$ cat src/hbc_pkg.sv
// hbc_pkg: register map, field positions and reset values of the hardware breakpoint compare unit
// assumes a 32-bit AXI4-Lite register port, one register per aligned word
package hbc_pkg;
	// printed offsets are not all multiples of four: they are word indices
	localparam logic [7:0] IDX_CTRL0 = 8'h20;
	localparam logic [7:0] IDX_CTRL1 = 8'h21;
	localparam logic [7:0] IDX_ADDR_HI = 8'h22;
	localparam logic [7:0] IDX_ADDR_LO = 8'h23;
	localparam logic [7:0] IDX_DATA_HI = 8'h24;
	localparam logic [7:0] IDX_DATA_LO = 8'h25;
	localparam logic [7:0] IDX_STATUS = 8'h26;
	localparam int ADDR_W = 10;
	// control 0 fields
	localparam int C0_MODE_HI = 7;
	localparam int C0_MODE_LO = 6;
	localparam int C0_PROG_ONLY = 5;
	localparam int C0_SECOND_RANGE = 3;
	localparam int C0_FIRST_RANGE = 2;
	localparam logic [7:0] C0_MASK = 8'hEC;
	// control 1 fields
	localparam int C1_DATA_EN = 6;
	localparam int C1_HI_MASK = 5;
	localparam int C1_LO_MASK = 4;
	localparam int C1_SECOND_DIR_EN = 3;
	localparam int C1_SECOND_DIR_VAL = 2;
	localparam int C1_FIRST_DIR_EN = 1;
	localparam int C1_FIRST_DIR_VAL = 0;
	localparam logic [7:0] C1_MASK = 8'h7F;
	localparam logic [7:0] REG_RESET = 8'h00;
	// status fields
	localparam int ST_FIRST_HIT = 0;
	localparam int ST_SECOND_HIT = 1;
	localparam logic [1:0] RESP_OKAY = 2'b00;
	localparam logic [1:0] RESP_SLVERR = 2'b10;
	typedef enum logic [1:0] {
		HBC_MODE_OFF,
		HBC_MODE_SWI_DUAL,
		HBC_MODE_BDM_FULL,
		HBC_MODE_BDM_DUAL
	} hbc_mode_t;
endpackage

$ cat src/hbc_top.sv
// hbc_top: breakpoint comparator watching the core address, data and direction buses
// assumes bus inputs synchronous to sys_clk, one core bus cycle per bus_valid pulse
`timescale 1ns/100ps

// Notes on behaviour
// mode field: off, dual address soft interrupt, full debug, dual address debug.
// debug entry by breakpoint only while debug-enabled input is high.
// no breakpoints at all while background debug is active.
// full mode compares address registers to address, data registers to data, with qualifiers.
// dual modes use data registers as second address compare, enabled by data enable.
// program-only bit: break only on executed tagged opcode, else next boundary.
// soft interrupt dual mode: program breakpoints only, direction ignored.
// first range bit: clear compares high address byte only, set adds low byte.
// second range bit: clear high byte only, set adds low data byte compare.
// data enable clear removes data registers from every comparison.
// full mode high mask bit excludes data bits 15:8.
// full mode low mask bit excludes data bits 7:0.
// first direction check enable and value: 0 matches write, 1 matches read.
// second direction check enable and value qualify second dual breakpoint.
// address high byte to address 15:8, address low byte to 7:0.
// data high byte against data 15:8, or address 15:8 in dual modes.
// control registers always read/write, all reset zero, unused bits read zero.
// software should not arm debug breaks without the debug enable set.
// data low byte against data 7:0, or address 7:0 in dual modes.
// soft interrupt dual mode ignores both direction bits for both breakpoints.
// tagged opcode enters debug at queue head instead of executing.
// qualified match gives one-cycle soft interrupt or debug entry request.
// match needs all enabled byte compares and direction check in same cycle.
module hbc_top (
	input wire logic sys_clk,
	input wire logic rst_b,
	input wire logic [31:0] s_axi_awaddr,
	input wire logic s_axi_awvalid,
	output logic s_axi_awready,
	input wire logic [31:0] s_axi_wdata,
	input wire logic [3:0] s_axi_wstrb,
	input wire logic s_axi_wvalid,
	output logic s_axi_wready,
	output logic [1:0] s_axi_bresp,
	output logic s_axi_bvalid,
	input wire logic s_axi_bready,
	input wire logic [31:0] s_axi_araddr,
	input wire logic s_axi_arvalid,
	output logic s_axi_arready,
	output logic [31:0] s_axi_rdata,
	output logic [1:0] s_axi_rresp,
	output logic s_axi_rvalid,
	input wire logic s_axi_rready,
	input wire logic [15:0] cpu_addr,
	input wire logic [15:0] cpu_data,
	input wire logic cpu_read,
	input wire logic bus_valid,
	input wire logic program_fetch,
	input wire logic background_debug_enabled,
	input wire logic background_debug_active,
	output logic software_interrupt_req,
	output logic background_debug_req,
	output logic tag_fetch
);
	logic [7:0] break_control_0_reg;
	logic [7:0] break_control_1_reg;
	logic [7:0] break_address_high_reg;
	logic [7:0] break_address_low_reg;
	logic [7:0] break_data_high_reg;
	logic [7:0] break_data_low_reg;
	logic [1:0] hit_status_reg;
	logic aw_held_reg;
	logic w_held_reg;
	logic [31:0] awaddr_reg;
	logic [7:0] wdata_reg;
	logic wstrb0_reg;
	logic wr_go;
	logic wr_ok;
	logic [7:0] wr_idx;
	logic [7:0] rd_idx;
	logic rd_ok;
	logic [7:0] rd_val;
	hbc_pkg::hbc_mode_t mode;
	logic dual_mode;
	logic first_range_full;
	logic second_range_full;
	logic data_compare_enable;
	logic high_byte_mask;
	logic low_byte_mask;
	logic program_address_only;
	logic first_dir_ok;
	logic second_dir_ok;
	logic first_hi_eq;
	logic first_lo_eq;
	logic second_hi_eq;
	logic second_lo_eq;
	logic first_hit;
	logic second_hit;
	logic any_hit;
	logic armed;
	logic hit_is_swi;
	logic direct_break;
	logic aw_take;
	logic w_take;
	logic ar_take;
	logic reg_we;
	logic [1:0] wr_resp;
	logic [31:0] rd_word;
	logic [1:0] rd_resp;
	logic data_hi_eq;
	logic data_lo_eq;
	logic full_data_ok;
	logic first_addr_ok;
	logic second_addr_ok;
	logic [1:0] status_clr;
	logic [1:0] status_set;
	logic tag_fetch_next;
	logic software_interrupt_next;
	logic background_debug_next;
	localparam int ADDR_W_HI = hbc_pkg::ADDR_W - 1;

	// register bus
	assign s_axi_awready = !aw_held_reg && !s_axi_bvalid;
	assign s_axi_wready = !w_held_reg && !s_axi_bvalid;
	assign aw_take = s_axi_awvalid && s_axi_awready;
	assign w_take = s_axi_wvalid && s_axi_wready;
	// address and data come in either order; the write fires once both are in
	assign wr_go = (aw_held_reg || aw_take) && (w_held_reg || w_take) && !s_axi_bvalid;

	always_ff @(posedge sys_clk or negedge rst_b) begin
		if (!rst_b) begin
			aw_held_reg <= 1'b0;
		end else if (wr_go) begin
			aw_held_reg <= 1'b0;
		end else if (aw_take) begin
			aw_held_reg <= 1'b1;
		end
	end

	always_ff @(posedge sys_clk or negedge rst_b) begin
		if (!rst_b) begin
			awaddr_reg <= 32'h0000_0000;
		end else if (aw_take) begin
			awaddr_reg <= s_axi_awaddr;
		end
	end

	always_ff @(posedge sys_clk or negedge rst_b) begin
		if (!rst_b) begin
			w_held_reg <= 1'b0;
		end else if (wr_go) begin
			w_held_reg <= 1'b0;
		end else if (w_take) begin
			w_held_reg <= 1'b1;
		end
	end

	always_ff @(posedge sys_clk or negedge rst_b) begin
		if (!rst_b) begin
			wdata_reg <= 8'h00;
			wstrb0_reg <= 1'b0;
		end else if (w_take) begin
			wdata_reg <= s_axi_wdata[7:0];
			wstrb0_reg <= s_axi_wstrb[0];
		end
	end

	logic [31:0] wr_addr;
	logic [7:0] wr_byte;
	logic wr_lane0;
	assign wr_addr = aw_held_reg ? awaddr_reg : s_axi_awaddr;
	assign wr_byte = w_held_reg ? wdata_reg : s_axi_wdata[7:0];
	assign wr_lane0 = w_held_reg ? wstrb0_reg : s_axi_wstrb[0];
	assign wr_idx = wr_addr[ADDR_W_HI:2];
	assign wr_ok = (wr_addr[31:hbc_pkg::ADDR_W] == '0)
		&& (wr_idx >= hbc_pkg::IDX_CTRL0) && (wr_idx <= hbc_pkg::IDX_STATUS);
	assign wr_resp = wr_ok ? hbc_pkg::RESP_OKAY : hbc_pkg::RESP_SLVERR;
	// a cleared lane 0 strobe completes the write but changes nothing
	assign reg_we = wr_go && wr_ok && wr_lane0;

	// response stands until the master takes it
	always_ff @(posedge sys_clk or negedge rst_b) begin
		if (!rst_b) begin
			s_axi_bvalid <= 1'b0;
		end else if (wr_go) begin
			s_axi_bvalid <= 1'b1;
		end else if (s_axi_bready) begin
			s_axi_bvalid <= 1'b0;
		end
	end

	always_ff @(posedge sys_clk or negedge rst_b) begin
		if (!rst_b) begin
			s_axi_bresp <= hbc_pkg::RESP_OKAY;
		end else if (wr_go) begin
			s_axi_bresp <= wr_resp;
		end
	end

	// control and compare registers, writable any time; unused control bits stay zero
	always_ff @(posedge sys_clk or negedge rst_b) begin
		if (!rst_b) begin
			break_control_0_reg <= hbc_pkg::REG_RESET;
		end else if (reg_we && wr_idx == hbc_pkg::IDX_CTRL0) begin
			break_control_0_reg <= wr_byte & hbc_pkg::C0_MASK;
		end
	end

	always_ff @(posedge sys_clk or negedge rst_b) begin
		if (!rst_b) begin
			break_control_1_reg <= hbc_pkg::REG_RESET;
		end else if (reg_we && wr_idx == hbc_pkg::IDX_CTRL1) begin
			break_control_1_reg <= wr_byte & hbc_pkg::C1_MASK;
		end
	end

	always_ff @(posedge sys_clk or negedge rst_b) begin
		if (!rst_b) begin
			break_address_high_reg <= hbc_pkg::REG_RESET;
		end else if (reg_we && wr_idx == hbc_pkg::IDX_ADDR_HI) begin
			break_address_high_reg <= wr_byte;
		end
	end

	always_ff @(posedge sys_clk or negedge rst_b) begin
		if (!rst_b) begin
			break_address_low_reg <= hbc_pkg::REG_RESET;
		end else if (reg_we && wr_idx == hbc_pkg::IDX_ADDR_LO) begin
			break_address_low_reg <= wr_byte;
		end
	end

	always_ff @(posedge sys_clk or negedge rst_b) begin
		if (!rst_b) begin
			break_data_high_reg <= hbc_pkg::REG_RESET;
		end else if (reg_we && wr_idx == hbc_pkg::IDX_DATA_HI) begin
			break_data_high_reg <= wr_byte;
		end
	end

	always_ff @(posedge sys_clk or negedge rst_b) begin
		if (!rst_b) begin
			break_data_low_reg <= hbc_pkg::REG_RESET;
		end else if (reg_we && wr_idx == hbc_pkg::IDX_DATA_LO) begin
			break_data_low_reg <= wr_byte;
		end
	end

	assign s_axi_arready = !s_axi_rvalid;
	assign ar_take = s_axi_arvalid && s_axi_arready;
	assign rd_idx = s_axi_araddr[ADDR_W_HI:2];
	assign rd_ok = (s_axi_araddr[31:hbc_pkg::ADDR_W] == '0)
		&& (rd_idx >= hbc_pkg::IDX_CTRL0) && (rd_idx <= hbc_pkg::IDX_STATUS);

	always_comb begin
		case (rd_idx)
			hbc_pkg::IDX_CTRL0: rd_val = break_control_0_reg;
			hbc_pkg::IDX_CTRL1: rd_val = break_control_1_reg;
			hbc_pkg::IDX_ADDR_HI: rd_val = break_address_high_reg;
			hbc_pkg::IDX_ADDR_LO: rd_val = break_address_low_reg;
			hbc_pkg::IDX_DATA_HI: rd_val = break_data_high_reg;
			hbc_pkg::IDX_DATA_LO: rd_val = break_data_low_reg;
			hbc_pkg::IDX_STATUS: rd_val = {6'h00, hit_status_reg};
			default: rd_val = 8'h00;
		endcase
	end

	assign rd_word = rd_ok ? {24'h00_0000, rd_val} : 32'h0000_0000;
	assign rd_resp = rd_ok ? hbc_pkg::RESP_OKAY : hbc_pkg::RESP_SLVERR;

	always_ff @(posedge sys_clk or negedge rst_b) begin
		if (!rst_b) begin
			s_axi_rvalid <= 1'b0;
		end else if (ar_take) begin
			s_axi_rvalid <= 1'b1;
		end else if (s_axi_rready) begin
			s_axi_rvalid <= 1'b0;
		end
	end

	// read data captured with the address, held while rvalid stands
	always_ff @(posedge sys_clk or negedge rst_b) begin
		if (!rst_b) begin
			s_axi_rdata <= 32'h0000_0000;
			s_axi_rresp <= hbc_pkg::RESP_OKAY;
		end else if (ar_take) begin
			s_axi_rdata <= rd_word;
			s_axi_rresp <= rd_resp;
		end
	end

	// comparators
	assign mode = hbc_pkg::hbc_mode_t'({break_control_0_reg[hbc_pkg::C0_MODE_HI],
		break_control_0_reg[hbc_pkg::C0_MODE_LO]});
	assign dual_mode = (mode == hbc_pkg::HBC_MODE_SWI_DUAL) || (mode == hbc_pkg::HBC_MODE_BDM_DUAL);
	assign program_address_only = break_control_0_reg[hbc_pkg::C0_PROG_ONLY];
	assign first_range_full = break_control_0_reg[hbc_pkg::C0_FIRST_RANGE];
	assign second_range_full = break_control_0_reg[hbc_pkg::C0_SECOND_RANGE];
	assign data_compare_enable = break_control_1_reg[hbc_pkg::C1_DATA_EN];
	assign high_byte_mask = break_control_1_reg[hbc_pkg::C1_HI_MASK];
	assign low_byte_mask = break_control_1_reg[hbc_pkg::C1_LO_MASK];

	assign first_hi_eq = cpu_addr[15:8] == break_address_high_reg;
	assign first_lo_eq = !first_range_full || (cpu_addr[7:0] == break_address_low_reg);
	assign second_hi_eq = cpu_addr[15:8] == break_data_high_reg;
	assign second_lo_eq = !second_range_full || (cpu_addr[7:0] == break_data_low_reg);

	// full mode data compare, each byte maskable
	assign data_hi_eq = high_byte_mask || (cpu_data[15:8] == break_data_high_reg);
	assign data_lo_eq = low_byte_mask || (cpu_data[7:0] == break_data_low_reg);
	assign full_data_ok = !data_compare_enable || (data_hi_eq && data_lo_eq);
	assign first_addr_ok = first_hi_eq && first_lo_eq && first_dir_ok;
	// second breakpoint exists only in the dual modes
	assign second_addr_ok = dual_mode && data_compare_enable
		&& second_hi_eq && second_lo_eq && second_dir_ok;

	// direction checks, dropped in soft interrupt dual mode
	always_comb begin
		first_dir_ok = !break_control_1_reg[hbc_pkg::C1_FIRST_DIR_EN]
			|| (cpu_read == break_control_1_reg[hbc_pkg::C1_FIRST_DIR_VAL]);
		second_dir_ok = !break_control_1_reg[hbc_pkg::C1_SECOND_DIR_EN]
			|| (cpu_read == break_control_1_reg[hbc_pkg::C1_SECOND_DIR_VAL]);
		if (mode == hbc_pkg::HBC_MODE_SWI_DUAL) begin
			first_dir_ok = 1'b1;
			second_dir_ok = 1'b1;
		end
	end

	always_comb begin
		first_hit = 1'b0;
		second_hit = 1'b0;
		case (mode)
			hbc_pkg::HBC_MODE_BDM_FULL: begin
				first_hit = first_addr_ok && full_data_ok;
			end
			hbc_pkg::HBC_MODE_SWI_DUAL, hbc_pkg::HBC_MODE_BDM_DUAL: begin
				first_hit = first_addr_ok;
				second_hit = second_addr_ok;
			end
			default: ;
		endcase
	end

	assign armed = bus_valid && !background_debug_active;
	assign any_hit = armed && (first_hit || second_hit);
	assign hit_is_swi = mode == hbc_pkg::HBC_MODE_SWI_DUAL;
	// soft interrupt mode only breaks on executed program fetches
	assign direct_break = any_hit && !hit_is_swi && !program_address_only;

	// tag the fetched opcode so the core breaks when it reaches the queue head;
	// a tag into debug needs the debug enable just as a direct break does
	assign tag_fetch_next = any_hit && program_fetch
		&& (hit_is_swi || (program_address_only && background_debug_enabled));
	assign software_interrupt_next = any_hit && hit_is_swi && program_fetch;
	assign background_debug_next = direct_break && background_debug_enabled;

	always_ff @(posedge sys_clk or negedge rst_b) begin
		if (!rst_b) begin
			tag_fetch <= 1'b0;
		end else begin
			tag_fetch <= tag_fetch_next;
		end
	end

	always_ff @(posedge sys_clk or negedge rst_b) begin
		if (!rst_b) begin
			software_interrupt_req <= 1'b0;
		end else begin
			software_interrupt_req <= software_interrupt_next;
		end
	end

	always_ff @(posedge sys_clk or negedge rst_b) begin
		if (!rst_b) begin
			background_debug_req <= 1'b0;
		end else begin
			background_debug_req <= background_debug_next;
		end
	end

	// sticky hit flags; a new hit wins over a clear in the same cycle
	assign status_clr = (reg_we && wr_idx == hbc_pkg::IDX_STATUS) ? wr_byte[1:0] : 2'b00;
	assign status_set = {armed && second_hit, armed && first_hit};

	always_ff @(posedge sys_clk or negedge rst_b) begin
		if (!rst_b) begin
			hit_status_reg <= 2'b00;
		end else begin
			hit_status_reg <= (hit_status_reg & ~status_clr) | status_set;
		end
	end
endmodule

$ cat config.mk
export PLATFORM = sky130hd
export DESIGN_NAME = hbc_top
export DESIGN_NICKNAME = d
export VERILOG_FILES = /design/src/hbc_pkg.sv /design/src/hbc_top.sv
export SDC_FILE = /design/constraint.sdc
export NUM_CORES = 1
export LEC_CHECK = 0
export ABC_CLOCK_PERIOD_IN_PS = 2800
export BUFFER_PORTS_ARGS = -buffer_cell sky130_fd_sc_hd__buf_2
export CORE_UTILIZATION = 40
export DETAILED_ROUTE_END_ITERATION = 8
export PLACE_DENSITY_LB_ADDON = 0.12
export SETUP_SLACK_MARGIN = 0.1
export SLEW_MARGIN = 30
export SYNTH_ARGS = -nofsm -noshare
export SYNTH_HDL_FRONTEND = slang
export SYNTH_SLANG_ARGS = --single-unit
export TNS_END_PERCENT = 5
$ cat constraint.sdc
create_clock -name sys_clk -period 2.8 [get_ports sys_clk]
set_clock_uncertainty 0.05 [all_clocks]
set_input_delay 0.14 -clock sys_clk [delete_from_list [all_inputs] [get_ports sys_clk]]
set_output_delay 0.14 -clock sys_clk [all_outputs]
set_load 0.005 [all_outputs]
[Word level (Yosys, flattened, before mapping)]
Cells that the tools add are included.
Word-level totals
  bits in read-only memories: 0
  memory bits (writable): 0
  latch bits: 0
  memories kept: 0
  bits in registers: 130
Operators by class
  $mul: 0
  shifts and indexed selects: 0
  muxes and demuxes: 20
  div/mod/pow operators: 0
  equality and inequality tests: 25
  bitwise logic cells: 3
  $add $sub $neg: 0
  order comparisons: 4
  reduce and logical (&&, ||, !) cells: 71
Operator list (number)
  equality test 8 x 6 -> 1 bit, second input constant: 14
  one-hot mux 8 bit (7 select lines): 1
  equality test 8 bit: 6
  logical NOT 22 bit: 2
  logical AND 1 bit: 40
  2-to-1 mux 32 bit: 1
  greater-or-equal comparator 8 x 6 -> 1 bit, second input constant: 2
  <= comparator 8 x 6 -> 1 bit, second input constant: 2
  2-to-1 mux 8 bit: 2
  logical NOT 1 bit: 12
  logical OR 1 bit: 12
  2-to-1 mux 1 bit: 12
  nonzero test 2 bit: 4
  2-to-1 mux 2 bit: 3
  equality test 2 bit, second input constant: 2
  AND 2 bit: 1
  equality test 1 bit: 2
  equality test 2 x 1 -> 1 bit, second input constant: 1
  inverter 2 bit: 1
  bitwise OR 2 bit: 1
  one-hot mux 1 bit (2 select lines): 1
  OR reduction 2 bit: 1

[Logic depth before layout (Yosys ltp)]
  depth in word-level cells: 13
  gate-level depth with buffers: 7
  gate-level depth less buffers: 5

[Worst setup path before layout]
No wires, ideal clock.
  path kind: flip-flop to flip-flop
  start point: reg aw_held_reg
  end point: reg break_control_0_reg[2]
  period minus slack after synthesis: 2.302 ns
  buffers on the path: 1
  data arrival time: 2.128 ns
  slack: 0.498 ns
  cell stages (with the launch flop): 7
  cell sequence: dfrtp_1 buf_4 nor4_1 nand4_1 a221oi_4 nand4_2 mux2_2
Between the ends
  word-level cells in the longest chain between the ends: 9
RTL lines
  start: declaration: line hbc_top.sv:67  | logic aw_held_reg;
  start signal: assignment: line hbc_top.sv:127  | aw_held_reg <= 1'b0;
  start signal: assignment: line hbc_top.sv:129  | aw_held_reg <= 1'b0;
  start signal: assignment: line hbc_top.sv:131  | aw_held_reg <= 1'b1;
  parallel branches: the longest is 8 deep, another holds greater-or-equal comparator 8 x 6 -> 1 bit
  logical AND 1 bit *: line hbc_top.sv:199  | end else if (reg_we && wr_idx == hbc_pkg::IDX_CTRL0) begin
  end signal: assignment: line hbc_top.sv:198  | break_control_0_reg <= hbc_pkg::REG_RESET;
  end signal: assignment: line hbc_top.sv:200  | break_control_0_reg <= wr_byte & hbc_pkg::C0_MASK;
  end: declaration: line hbc_top.sv:60  | logic [7:0] break_control_0_reg;
Mark *: on every way between the ends.
A chain may end at the register's enable or synchronous reset.

[Final worst setup path]
  start point: reg aw_held_reg
  end point: reg break_control_0_reg[7]
Same word-level chain as after synthesis.

==> qor.yml <==
worst_hold_path_type: "input port to register"
yosys.area_share.xor_xnor_pct: 7.91
finalMaxSlewViolations: 0
nets: 788
synthesis.instances: 471
synth-seq-cells: 102
synthTopCellsByArea: "sky130_fd_sc_hd__dfrtp_1, sky130_fd_sc_hd__mux2_2, sky130_fd_sc_hd__xnor2_1"
clk-insertion-delay-late_ps: 340
timing.critical_path.arrival_ps: 2560
cts.sinks: 102
cts.repair_timing.setup_buffer_count: 0
seq_area_sq_mm: 0.00255
netlist_area_sq_mm: 0.00554
synth_compound_gate_area_share_pct: 7.12
num_io_pins: 188
max_cap_violations: 0
grt_start_max_net_pins: 67
synth_seq_area_share_pct: 46.1
antenna_cells: 0
p_leak_nw: 3.27
rsz_0062_raised_after_global_routing: "false"
die_x_um: 120
layout-drive-gt1-share_pct: 39.1
synth.lib_cells_used.distinct: 46
multiInputGateArea_sq_mm: 0.00280
synth_edf_count: 0
htree_num_levels: 3
critical-path-top-delay-family: "simple AND/OR/NAND/NOR gates"
final-setup-viol-count: 0
drtAntennaViolNets: 0
viasPerCell: 5.09
timing.critical_path.slowest_cell_delay_ps: 560
layout_common_cells: "sky130_fd_sc_hd__buf_2, sky130_fd_sc_hd__dfrtp_1, sky130_fd_sc_hd__mux2_2, sky130_fd_sc_hd__xnor2_1, sky130_fd_sc_hd__dlygate4sd3_1"
synth.yosys.warnings: 0
synth.mux.area_fraction_pct: 21.2
timing.critical_path.cells: "buf_4 -> mux2i_1 -> nor2b_1 -> nand4_2 -> mux2_2"
total_routing_usage_reported_by_global_routing_pct: 20.8
post_drt_wl_per_cell_um: 17.3
fp.coreArea_sq_mm: 0.0133
critPathBufInv: 1
cp-start-kind: "register"
worst-setup-path-type: "register to register"
crit_path_end_kind: "register"
setup_tns_final_ps: 0
antenna_violations_before_repair: 0
dr.first_iter.drc_count: 147
run_status: "finished, final reports clean"
drcViolationCount: 0
p_per_area_mw_per_mm2: 635
path_clk_slew_ps: 60
ys_async_sr_fraction_pct: 100
cts_tree: "yes"
gpl.final_weighted_congestion: 0.861
postLayoutCoreUtil_pct: 52.4
largest_register_ffs: 30
mostFrequentLayoutCell: "sky130_fd_sc_hd__buf_2"
clock-root-buffer: "sky130_fd_sc_hd__clkbuf_16"
drt-pass1-iter-count: 4
final_min_period_over_clock_period_pct: 85.2
finalWorstPathRequiredPeriod_ps: 2380
worst-slew-pin-transition_ps: 841
clock_path_buffers: 2
synthToLayoutAreaGrowth_pct: 26.2
synth_top_area_cell: "sky130_fd_sc_hd__dfrtp_1"
avgSynthCellArea_sq_um: 11.8
hold_viol: 0
worst_slew_margin_rel_pct: 44.0
port_buffers: 130
yosys.area_share.simple_pct: 12.4
vias: 4186
floorplan.die_area_sq_mm: 0.0143
share_of_the_synthesized_area_in_the_top_cell_type_pct: 46.1
drt-total-wl_um: 14200
dominantRegCellSynth: "sky130_fd_sc_hd__dfrtp_1"
fillCellCount: 1205
worst_path_required_time_ps: 2970
grt.overflow.total: 0
fmax_mhz: 419
synth_top_family_by_area: "multiplexers"
grt_pass1_vias: 4318
worst-path-max-fanout: 10
floorplan.rows: 42
numCtsBuffers: 9
grt_first_pass_wirelength_um: 22700
die-height_um: 120
dp.final_hpwl_um: 10700
ir_drop_v: 0.000435
floorplan.initialDensity_pct: 41.5
synth_fa_ha_area_share_pct: 0
slowest_stage_cell_crit_path: "sky130_fd_sc_hd__dfrtp_1"
==> layout make-up <==
| class | count | area share, % |
|---|---|---|
| multi-input cells | 345 | 40.0 |
| flip-flops and latches | 102 | 36.5 |
| repair buffers | 176 | 15.8 |
| clock buffers | 10 | 3.28 |
| well taps | 176 | 3.15 |
| clock inverters | 4 | 0.716 |
| inverters | 10 | 0.537 |
==> synthesized netlist by cell type, types with 2 or more instances <==
library cell,instances
sky130_fd_sc_hd__xnor2_1,41
sky130_fd_sc_hd__nor4b_1,3
sky130_fd_sc_hd__buf_4,27
sky130_fd_sc_hd__mux2_2,92
sky130_fd_sc_hd__nor3b_1,2
sky130_fd_sc_hd__nor4_1,19
sky130_fd_sc_hd__a21oi_1,3
sky130_fd_sc_hd__nor2_1,14
sky130_fd_sc_hd__nand4_4,4
sky130_fd_sc_hd__nor2b_1,7
sky130_fd_sc_hd__nand4_1,15
sky130_fd_sc_hd__xor2_1,9
sky130_fd_sc_hd__and3_1,4
sky130_fd_sc_hd__clkbuf_1,8
sky130_fd_sc_hd__nand2_1,20
sky130_fd_sc_hd__a22oi_1,3
sky130_fd_sc_hd__a31oi_1,4
sky130_fd_sc_hd__nor3_1,5
sky130_fd_sc_hd__o2bb2ai_1,4
sky130_fd_sc_hd__o32ai_1,4
sky130_fd_sc_hd__dfrtp_1,102
sky130_fd_sc_hd__o21ai_0,20
sky130_fd_sc_hd__a211oi_1,5
sky130_fd_sc_hd__inv_1,10
sky130_fd_sc_hd__nand2b_1,4
sky130_fd_sc_hd__buf_1,4
sky130_fd_sc_hd__o22ai_1,2
sky130_fd_sc_hd__nand3_1,3
sky130_fd_sc_hd__mux2i_1,14
sky130_fd_sc_hd__nand3b_1,3
==> logic make-up after synthesis <==
logic type,Yosys count
XOR/XNOR,50
AND/OR/NAND/NOR,109
multiplexers,106
AO/OA/AOI/OAI,54
flip-flops,102
buffers and inverters,49
other,1
==> through the flow <==
| stage | power [mW] | setup slack [ps] | hold slack (ps) | area (sq um) | cells |
|---|---|---|---|---|---|
| after floorplan | 2.83 | 498 | -206 | 5630 | 496 |
| after global placement | 3.19 | 470 | 249 | 6340 | 772 |
| after detailed placement | 3.24 | 398 | 244 | 6340 | 772 |
| after CTS | 4.50 | 387 | 1.03 | 6990 | 823 |
| after global routing | 4.71 | 229 | 5.92 | 6990 | 823 |
| final | 4.44 | 416 | 14.9 | 6990 | 823 |
==> routing by layer <==
layer | track usage (%) | part of all wire, % | vias up
met3 | 3.66 | 4.5 | 4
met1 | 28.4 | 47 | 2049
met2 | 34.0 | 48 | 118
met5 | 0 | 0 | -
li1 | - | - | 2015
met4 | 5.78 | 0.73 | 0
==> where the power goes <==
part / internal, mW / total [mW] / switching (mW)
clock: 0.681 / 1.20 / 0.516
combinational: 0.640 / 1.24 / 0.597
sequential: 1.80 / 2.01 / 0.207
==> worst paths after layout <==
kind / startpoint / endpoint / slack, ps / depth (start not counted)
min reg2reg: s_axi_rdata[3] / s_axi_rdata[3] / 430 / 2
max in group asynchronous: rst_b / break_data_low_reg[3] / 1600 / 3
max: aw_held_reg / break_control_0_reg[7] / 420 / 5
min in group asynchronous: rst_b / awaddr_reg[7] / 390 / 2
max reg2reg: aw_held_reg / break_control_0_reg[7] / 420 / 5
min: s_axi_wdata[4] / wdata_reg[4] / 10 / 2
==> what timing repair did <==
item	CTS	global route
hold endpoints to repair	102	0
gates resized for setup	0	0
hold buffers	37	0
Power figures use the tool's default switching activity.
